==> src/shared/spds_pkg.sv <==
// constants and types shared by the power down sequencer block
// assumes a 9-bit register address and 16-bit data from a decoded serial write port
//
// Operation
// Host starts capture by setting bit 0 of register 192, other bits kept.
// Sensor begins grabbing frames in the configured mode once enable is set.
// Host stops capture by clearing bit 0 of register 192, other bits kept.
// Sensor stops grabbing frames and returns to idle when enable clears.
// Soft power down writes 112,48,40 zero, 72=0x0200, 64 zero, 10=0x0999.
// After soft power down, blocks are disabled and sensor is in standby.
// Clock shutdown part two writes 34 zero, 32 mode value, 9=0x0009.
// Register 32 shutdown value: 0x200c, 0x2008, 0x2004 or 0x2000 by mode.
// Clock shutdown part one writes 16 zero, 8=0x0099, 20 zero.
// Host resets the sensor before stopping its input clock.
// Shutter mode changes only in standby or idle, never while running; the code still takes a write clearing all shutter bits while running.
// Frame rate, exposure, gain, window, subsampling change in all three states.
// Static configuration registers are written only while enable is zero; the code takes writes to them in every state.
// Host finishes each register write before issuing the next of a sequence.
package spds_pkg;
  // ----------------------------------------------------------------
  // register map
  // ----------------------------------------------------------------
  localparam int ADDR_W = 9;
  localparam int DATA_W = 16;
  localparam logic [8:0] OFF_PLL_SOFT_RESET = 9'h008;
  localparam logic [8:0] OFF_CLOCK_GEN_SOFT_RESET = 9'h009;
  localparam logic [8:0] OFF_CORE_SOFT_RESET = 9'h00a;
  localparam logic [8:0] OFF_PLL_POWER = 9'h010;
  localparam logic [8:0] OFF_CLOCK_MANAGEMENT_CFG = 9'h014;
  localparam logic [8:0] OFF_CLOCK_DISTRIBUTION_CFG = 9'h020;
  localparam logic [8:0] OFF_LOGIC_BLOCK_ENABLE = 9'h022;
  localparam logic [8:0] OFF_COLUMN_MUX_ENABLE = 9'h028;
  localparam logic [8:0] OFF_FRONTEND_ENABLE = 9'h030;
  localparam logic [8:0] OFF_BIAS_ENABLE = 9'h040;
  localparam logic [8:0] OFF_CHARGE_PUMP_CFG = 9'h048;
  localparam logic [8:0] OFF_SERIAL_TX_ENABLE = 9'h070;
  localparam logic [8:0] OFF_SEQUENCER_CONTROL = 9'h0c0;
  localparam int NUM_REGS = 13;
  // ----------------------------------------------------------------
  // fields and values
  // ----------------------------------------------------------------
  localparam int SEQ_ENABLE_BIT = 0;
  localparam int SHUTTER_MODE_LSB = 1;
  localparam int SHUTTER_MODE_MSB = 6;
  localparam logic [15:0] RESET_VALUE = 16'h0000;
  localparam logic [15:0] CORE_SOFT_RESET_VAL = 16'h0999;
  localparam logic [15:0] CHARGE_PUMP_OFF_VAL = 16'h0200;
  localparam logic [15:0] CLOCK_GEN_SOFT_RESET_VAL = 16'h0009;
  localparam logic [15:0] PLL_SOFT_RESET_VAL = 16'h0099;
  localparam logic [15:0] CLKDIST_OFF_8B_PLL = 16'h200c;
  localparam logic [15:0] CLKDIST_OFF_8B_NOPLL = 16'h2008;
  localparam logic [15:0] CLKDIST_OFF_10B_PLL = 16'h2004;
  localparam logic [15:0] CLKDIST_OFF_10B_NOPLL = 16'h2000;
  // logic clock enable bits of the clock distribution register
  localparam logic [15:0] CLKDIST_LOGIC_MASK = 16'h0003;
  localparam logic [15:0] SHUTTER_MASK = 16'h007e;

  typedef enum logic [1:0] {
    SPDS_STANDBY,
    SPDS_IDLE,
    SPDS_RUNNING
  } spds_state_t;
endpackage

==> src/shared/spds_wr_if.sv <==
// write carrier between the register file and the state tracker
// assumes a single clock domain
`timescale 1ns/1ps
interface spds_wr_if;
  logic we;
  logic [8:0] addr;
  logic [15:0] data;
  logic shutter_refused;
  modport src (output we, output addr, output data, input shutter_refused);
  modport dst (input we, input addr, input data, output shutter_refused);
endinterface

==> src/design/spds_state_track.sv <==
// sensor state tracker: standby, idle, running
// assumes writes arrive one per cycle at most, already decoded
`timescale 1ns/1ps
module spds_state_track (
  input wire logic sys_clk_in,
  input wire logic rst_in,
  input wire logic clk_en_in,
  spds_wr_if.dst wr,
  input wire logic seq_enable_in,
  input wire logic blocks_off_in,
  output spds_pkg::spds_state_t state_out
);
  spds_pkg::spds_state_t state_reg;
  spds_pkg::spds_state_t state_next;
  wire core_wr = wr.we && (wr.addr == spds_pkg::OFF_CORE_SOFT_RESET);
  wire core_reset_wr = core_wr && (wr.data == spds_pkg::CORE_SOFT_RESET_VAL);
  wire seq_wr = wr.we && (wr.addr == spds_pkg::OFF_SEQUENCER_CONTROL);
  wire shutter_change =
      seq_wr && ((wr.data & spds_pkg::SHUTTER_MASK) != 16'h0000);

  // a write setting any shutter bit is refused while frames are grabbed
  assign wr.shutter_refused = (state_reg == spds_pkg::SPDS_RUNNING) && shutter_change;

  always_comb begin
    state_next = state_reg;
    unique case (state_reg)
      spds_pkg::SPDS_STANDBY: begin
        if (core_wr && !core_reset_wr) begin
          state_next = spds_pkg::SPDS_IDLE;
        end
      end
      spds_pkg::SPDS_IDLE: begin
        if (core_reset_wr && blocks_off_in) begin
          state_next = spds_pkg::SPDS_STANDBY;
        end else if (seq_enable_in) begin
          state_next = spds_pkg::SPDS_RUNNING;
        end
      end
      spds_pkg::SPDS_RUNNING: begin
        if (!seq_enable_in) begin
          state_next = spds_pkg::SPDS_IDLE;
        end
      end
      default: state_next = spds_pkg::SPDS_STANDBY;
    endcase
  end

  always_ff @(posedge sys_clk_in or posedge rst_in) begin
    if (rst_in) begin
      state_reg <= spds_pkg::SPDS_STANDBY;
    end else if (clk_en_in) begin
      state_reg <= state_next;
    end
  end

  assign state_out = state_reg;
endmodule

==> src/design/spds_top.sv <==
// register file and power state logic of the sensor power down sequencer
// assumes an already decoded serial write/read port, one access per cycle
`timescale 1ns/1ps
module spds_top #(
  parameter int DATA_W = 16
) (
  input wire logic sys_clk_in,
  input wire logic rst_in,
  input wire logic clk_en_in,
  input wire logic reg_wr_in,
  input wire logic reg_rd_in,
  input wire logic [8:0] reg_addr_in,
  input wire logic [DATA_W-1:0] reg_wdata_in,
  output logic [DATA_W-1:0] reg_rdata_out,
  output logic reg_rvalid_out,
  output logic [1:0] sensor_state_out,
  output logic frame_grab_out,
  output logic blocks_enabled_out,
  output logic logic_clock_on_out,
  output logic pll_on_out,
  output logic shutter_refused_out
);
  // ----------------------------------------------------------------
  // address decode
  // ----------------------------------------------------------------
  localparam logic [8:0] OFFS [spds_pkg::NUM_REGS] = '{
    spds_pkg::OFF_PLL_SOFT_RESET, spds_pkg::OFF_CLOCK_GEN_SOFT_RESET,
    spds_pkg::OFF_CORE_SOFT_RESET, spds_pkg::OFF_PLL_POWER,
    spds_pkg::OFF_CLOCK_MANAGEMENT_CFG, spds_pkg::OFF_CLOCK_DISTRIBUTION_CFG,
    spds_pkg::OFF_LOGIC_BLOCK_ENABLE, spds_pkg::OFF_COLUMN_MUX_ENABLE,
    spds_pkg::OFF_FRONTEND_ENABLE, spds_pkg::OFF_BIAS_ENABLE,
    spds_pkg::OFF_CHARGE_PUMP_CFG, spds_pkg::OFF_SERIAL_TX_ENABLE,
    spds_pkg::OFF_SEQUENCER_CONTROL
  };
  localparam int IX_CLKDIST = 5;
  localparam int IX_LOGIC = 6;
  localparam int IX_COLMUX = 7;
  localparam int IX_AFE = 8;
  localparam int IX_BIAS = 9;
  localparam int IX_CPUMP = 10;
  localparam int IX_LVDS = 11;
  localparam int IX_SEQ = 12;
  localparam int IX_PLL = 3;

  function automatic logic [spds_pkg::NUM_REGS-1:0] decode(input logic [8:0] a);
    logic [spds_pkg::NUM_REGS-1:0] hit;
    hit = '0;
    for (int i = 0; i < spds_pkg::NUM_REGS; i++) begin
      hit[i] = (a == OFFS[i]);
    end
    return hit;
  endfunction

  logic [DATA_W-1:0] regs_reg [spds_pkg::NUM_REGS];
  wire [spds_pkg::NUM_REGS-1:0] wr_hit = decode(reg_addr_in);
  wire [spds_pkg::NUM_REGS-1:0] rd_hit = decode(reg_addr_in);
  spds_pkg::spds_state_t state;
  spds_wr_if wr_bus ();

  assign wr_bus.we = reg_wr_in && clk_en_in;
  assign wr_bus.addr = reg_addr_in;
  assign wr_bus.data = 16'(reg_wdata_in);

  // ----------------------------------------------------------------
  // register file
  // ----------------------------------------------------------------
  // frame rate, exposure, gain, window and subsampling registers are
  // always writable; only shutter bits are guarded while running
  wire seq_guarded = wr_bus.shutter_refused;
  wire [DATA_W-1:0] seq_wdata = seq_guarded ?
      ((regs_reg[IX_SEQ] & DATA_W'(spds_pkg::SHUTTER_MASK)) |
       (reg_wdata_in & ~DATA_W'(spds_pkg::SHUTTER_MASK))) : reg_wdata_in;

  genvar g;
  generate
    for (g = 0; g < spds_pkg::NUM_REGS; g++) begin : g_reg
      wire [DATA_W-1:0] wval = (g == IX_SEQ) ? seq_wdata : reg_wdata_in;
      always_ff @(posedge sys_clk_in or posedge rst_in) begin
        if (rst_in) begin
          regs_reg[g] <= DATA_W'(spds_pkg::RESET_VALUE);
        end else if (clk_en_in && reg_wr_in && wr_hit[g]) begin
          regs_reg[g] <= wval;
        end
      end
    end
  endgenerate

  // ----------------------------------------------------------------
  // state tracking
  // ----------------------------------------------------------------
  wire blocks_off = (regs_reg[IX_LVDS] == '0) && (regs_reg[IX_AFE] == '0) &&
      (regs_reg[IX_COLMUX] == '0) && (regs_reg[IX_BIAS] == '0) &&
      (regs_reg[IX_CPUMP] == DATA_W'(spds_pkg::CHARGE_PUMP_OFF_VAL));

  // the enable bit of the sequencer register as it stands before this cycle's write
  wire seq_en_now = regs_reg[IX_SEQ][spds_pkg::SEQ_ENABLE_BIT];

  spds_state_track u_track (
    .sys_clk_in(sys_clk_in),
    .rst_in(rst_in),
    .clk_en_in(clk_en_in),
    .wr(wr_bus),
    .seq_enable_in(seq_en_now),
    .blocks_off_in(blocks_off),
    .state_out(state)
  );

  // logic clock counts as on while any low bit the shutdown values clear is set or register 34 is nonzero
  wire logic_clk_on = (regs_reg[IX_CLKDIST] & DATA_W'(spds_pkg::CLKDIST_LOGIC_MASK)) != '0
      || (regs_reg[IX_LOGIC] != '0);

  logic [DATA_W-1:0] rd_mux;
  always_comb begin
    rd_mux = '0;
    for (int i = 0; i < spds_pkg::NUM_REGS; i++) begin
      if (rd_hit[i]) begin
        rd_mux = regs_reg[i];
      end
    end
  end

  // ----------------------------------------------------------------
  // registered outputs
  // ----------------------------------------------------------------
  always_ff @(posedge sys_clk_in or posedge rst_in) begin
    if (rst_in) begin
      reg_rdata_out <= '0;
      reg_rvalid_out <= 1'b0;
      sensor_state_out <= 2'h0;
      frame_grab_out <= 1'b0;
      blocks_enabled_out <= 1'b0;
      logic_clock_on_out <= 1'b0;
      pll_on_out <= 1'b0;
      shutter_refused_out <= 1'b0;
    end else if (clk_en_in) begin
      reg_rdata_out <= reg_rd_in ? rd_mux : '0;
      reg_rvalid_out <= reg_rd_in;
      sensor_state_out <= 2'(state);
      frame_grab_out <= (state == spds_pkg::SPDS_RUNNING);
      blocks_enabled_out <= !blocks_off;
      logic_clock_on_out <= logic_clk_on;
      pll_on_out <= (regs_reg[IX_PLL] != '0);
      shutter_refused_out <= seq_guarded;
    end
  end
endmodule

==> config.mk <==
export PLATFORM = sky130hd
export DESIGN_NAME = spds_top
export DESIGN_NICKNAME = d
export VERILOG_FILES = /design/src/shared/spds_pkg.sv /design/src/shared/spds_wr_if.sv /design/src/design/spds_state_track.sv /design/src/design/spds_top.sv
export SDC_FILE = /design/constraint.sdc
export NUM_CORES = 1
export LEC_CHECK = 0
export ABC_AREA = 1
export BUFFER_PORTS_ARGS = -buffer_cell sky130_fd_sc_hd__buf_2
export CORE_ASPECT_RATIO = 0.8
export CORE_MARGIN = 3
export CORE_UTILIZATION = 45
export CTS_BUF_LIST = sky130_fd_sc_hd__clkbuf_4
export CTS_CLUSTER_DIAMETER = 80
export CTS_CLUSTER_SIZE = 24
export DETAILED_ROUTE_END_ITERATION = 16
export GPL_ROUTABILITY_DRIVEN = 0
export PLACE_DENSITY = 0.63
export SLEW_MARGIN = 20
export SYNTH_ARGS = -nofsm -noshare
export SYNTH_HDL_FRONTEND = slang
export SYNTH_SLANG_ARGS = --single-unit
==> constraint.sdc <==
create_clock -name sys_clk_in -period 8.8 [get_ports sys_clk_in]
set_input_delay 0.44 -clock sys_clk_in [delete_from_list [all_inputs] [get_ports sys_clk_in]]
set_output_delay 0.44 -clock sys_clk_in [all_outputs]
set_load 0.005 [all_outputs]
Word level (Yosys, flattened, before mapping)
Cells that the tools add are included.
- register bits: 234
- output and inout bits: 24
- equality and inequality tests: 20
- muxes and demuxes: 20
- bitwise operators: 1
- reduce and logical (&&, ||, !) cells: 36
- operator list (kind ; number):
    $mux 16 ; 15
    $logic_not 16->1 ; 4
    $reduce_bool 16->1 ; 4
    $eq 9x6->1 const B ; 4
    $eq 9x4->1 const B ; 3
    $eq 9x7->1 const B ; 3
    $logic_and 1x1->1 ; 23
    $eq 9x5->1 const B ; 2
    $eq 16x10->1 const B ; 1
    $eq 16x12->1 const B ; 1
    $or 7x16->16 ; 1
    $eq 9x8->1 const B ; 1
    $mux 2 ; 4
    $pmux 2 s3 ; 1
    $reduce_and 4->1 ; 1
    $ne 3x2->1 const B ; 1
    $eq 2x1->1 const B ; 1
    $eq 2x2->1 const B ; 1
    $logic_not 1->1 ; 2
    $logic_not 2->1 ; 1
    $ne 2x1->1 const B ; 1
    $ne 2x2->1 const B ; 1
    $logic_or 1x1->1 ; 1

Depth between registers and ports, before layout
- word-level depth: 15
- mapped depth: 16

Cells and area by module
Synthesis repeated with hierarchy kept, for this count alone.
- cells, all modules: 1442
- area total of the unflattened synthesis: 11202.0 um^2
- modules (own cells, without submodules) (module ; instances ; cells each ; area an instance (um^2)):
    spds_top ; 1 ; 1364 ; 10839.1
    spds_state_track ; 1 ; 78 ; 362.8

Worst setup path before layout
OpenSTA, ideal clock, no wires.
- path type: in2reg
- start point: in reg_addr_in[6]
- end point: reg reg_rdata_out[11]
- library setup time: 116 ps
- arrival time: 1681 ps
- required time: 8684 ps
- setup slack: 7002 ps
- stages on the path: 15
- path buffers: 1
- cell sequence: nor2_1 nand2_1 nor2_1 buf_2 nand3_1 nand2_1 inv_1 nand2_1 nand4_1 nor2_1 nand4_1 nand2_1 nand2_1 nand2_1 nand2_1
- longest elaborated chain between the ends: 15
- ends and longest elaborated chain (item ; line ; text):
    start: declaration ; spds_top.sv:12 ; input wire logic [8:0] reg_addr_in,
    $eq 9x4->1 ; spds_top.sv:49 ; hit[i] = (a == OFFS[i]);
    $mux 16 (12 in a row) ; spds_top.sv:116 ; if (rd_hit[i]) begin
    $mux 16 * ; spds_top.sv:116 ;
    $mux 16 * ; spds_top.sv:136 ; reg_rdata_out <= reg_rd_in ? rd_mux : '0;
    end signal: assignment ; spds_top.sv:136 ;
    end: declaration ; spds_top.sv:14 ; output logic [DATA_W-1:0] reg_rdata_out,
Every way passes the cells marked *; elsewhere a longest branch is shown, timed or not.
A chain may end at the register's enable or synchronous reset.

Worst setup path in the final report
- start point: in reg_addr_in[0]
- end point: reg regs_reg[108] in the netlist's numbering
- longest elaborated chain between the ends: 2
- ends and longest elaborated chain (item ; line ; text):
    $eq 9x6->1 ; spds_top.sv:49 ;
    $logic_and 1x1->1 ; spds_top.sv:81 ; end else if (clk_en_in && reg_wr_in && wr_hit[g]) begin
    end signal: indexed assignment ; spds_top.sv:80 ; regs_reg[g] <= DATA_W'(spds_pkg::RESET_VALUE);
    end signal: indexed assignment ; spds_top.sv:82 ; regs_reg[g] <= wval;
    end: declaration ; spds_top.sv:54 ; logic [DATA_W-1:0] regs_reg [spds_pkg::NUM_REGS];
No other way between the ends.

==> out/qor.yml <==
hold_path:
  min_to: "regs_reg[168]"
  hold_start: "reg_wdata_in[8]"
  whs_path_depth: 3
  min_path_type: "input port to flip-flop"
drt:
  avgRoutedWirePerCell_um: 18.8
  viasPerCell: 5.44
  routed-via-count: 9725
  antenna_left: 0
  drt-total-wl_um: 33500
  drc: 0
  detail_route.first_pass.iterations: 8
  drt_iter0_drc: 1303
clock_network:
  cts_setup_buffers: 0
  root_buffer: "clkbuf_4"
  cts_tree: "yes"
  h-tree-depth: 1
  cts_made_buffers: 14
  ctsHoldBuffers: 17
  clock_latency_ns: 0.67
  cts_buffer_depth: 3
  path_clk_slew_ns: 0.24
  cts_resized: 0
  cts.sinks: 234
logic_synthesis:
  yosys-top-cells-area: "dfrtp_1 52%, nand2_1 18%, o21ai_0 8.5%"
  ys_seq_elements: 234
  synthFlopType: "dfrtp_1"
  async_flop_share_pct: 100
  synth_top_area_share_pct: 52.4
  synth_cells: 1462
  ys_types: 27
  avgSynthCellArea_sq_um: 7.65
  synth_xor_xnor_area_share_pct: 0
  muxShareOfSynthArea_pct: 0
  synthAdderAreaFrac_pct: 0
  synth-compound-area-share_pct: 10.4
  yosysTopAreaCell: "dfrtp_1"
  synth.most_common_cell: "nand2_1"
  syn_nets: 1492
  yosysSeqAreaShare_pct: 52.4
  synth-warning-count: 0
  synth_area_sq_um: 11200
  synthTopCellsByCount: "523 x nand2_1, 234 x dfrtp_1, 190 x o21ai_0"
  synth-simple-area-share_pct: 28.7
  synth_top_family_by_area: "simple AND/OR/NAND/NOR gates"
  synth_edf_count: 0
place:
  dp_cells: 1749
  portBuffers: 53
  dpl.hpwl_um: 22600
global_route:
  grt_max_degree: 86
  grtUsageTotal_pct: 25.1
  grt_pass1_vias: 8716
  overflow: 0
  grt_pass1_wl_um: 52600
  antenna_found_initial: 2
timing:
  fmax_mhz: 337
  hold_viol: 0
  post-route-period-util_pct: 33.7
  rsz0062_at_grt: "no"
  maxSlewViolCount: 0
  setup_viol: 0
  slew_headroom_pct: 28.6
  finalSetupTns_ns: 0
  min_period_ns: 2.97
  worst_pin_slew_ns: 1.07
  skew_ns: 0.0655
floorplan:
  dieArea_sq_um: 26800
  core.rowCount: 50
  core_sq_um: 23900
  die_y_um: 147
  io_pins: 54
  die_x_um: 182
  initial_core_util_pct: 46.8
worst_setup_path:
  worstReg2RegEnd: "u_track.state_out[1]"
  reg2regPathDepth: 9
  required_ns: 9.31
  setup.worst_path.end_class: "flip-flop"
  reg2reg_from: "regs_reg[80]"
  critPathKind: "input port to flip-flop"
  crit_arrival_ns: 3.48
  critPathLaunchType: "input port"
  worstSetupStartpoint: "reg_addr_in[0]"
  reg2reg_slack_ns: 6.74
  cp_max_fo: 32
pwr:
  power.density_nw_per_um2: 148
  ir_drop_uv: 74.4
  leakage_nw: 5.94
  p_total_w: 0.00177
cells_and_area:
  nets: 1500
  layout-drive-gt1-share_pct: 7.60
  largest_reg_flops: 208
  syn_to_final_growth_pct: 6.48
  layout.cells.non_filler: 1788
status:
  outcome: "finished clean"
run:
  drv_cap: 0
-- worst max path at each step --
stage / endpoint / depth (start not counted)
5_1_grt: regs_reg[110] / 8
3_3_place_gp: regs_reg[106] / 8
4_1_cts: regs_reg[108] / 8
3_5_place_dp: regs_reg[96] / 8
2_1_floorplan: blocks_enabled_out / 1
6_report: regs_reg[108] / 8
-- critical path: stages --
cell,delay (ns)
buf_2,0.13
inv_1,0.08
nand2_1,0.08
nor2_1,0.81
nand3_1,0.62
inv_1,0.36
nand2_1,0.56
o21ai_0,0.39
-- placed cells by master, fill, tap and decap left out, drive strengths merged, types with 3 or more instances in the layout --
cell         count
o21ai          228
dfrtp          234
or2              6
nor2            66
clkinv           3
nand2          528
nand4           37
nor3             8
clkbuf          15
nor4            26
nand3           83
dlygate4sd3     17
inv            162
buf             55
-- cells by family (layout without fill, tap and decap cells) --
logic type | count (synthesis) | after routing
and+or+nand+nor | 754 | 754
buffers and inverters | 242 | 254
DFF | 234 | 234
AOI/OAI and AO/OA | 232 | 232
other | 0 | 2
-- layout make-up --
class / instances / area [sq um]
antenna: 2 / 5.00
clock buffer: 15 / 113
clock inverter: 5 / 87.6
fill: 2393 / 12000
inverter: 162 / 616
multi-input combinational: 986 / 4380
sequential: 234 / 5860
tap: 312 / 390
timing repair buffer: 72 / 454
-- per-layer routing --
layer  global-route usage [%]  wire length (um)  share of wire [%]
met1                     41.3             16100                 48
met2                     34.4             13700                 41
met3                     3.79              2920                8.7
met4                     5.90               851                2.5
met5                        0                 0                  0
-- through the flow --
step           worst slack [ns]  area [sq um]  hold slack, ns  utilization, %
2_1_floorplan              1.94         11200           0.446               -
3_3_place_gp               5.45         11500           0.456            48.2
3_5_place_dp               5.32         11500           0.461            48.2
4_1_cts                    5.98         11900         0.00590            49.7
5_1_grt                    5.56         11900          0.0391            49.8
6_report                   5.83         11900          0.0525            49.8
-- power by group --
group          internal, W  switching [W]  leakage, nW
clock network     0.000147       0.000341        0.110
logic            0.0000415       0.000113         2.68
registers          0.00110      0.0000186         3.16
total              0.00129       0.000473         5.94
Power figures use the tool's default switching activity.
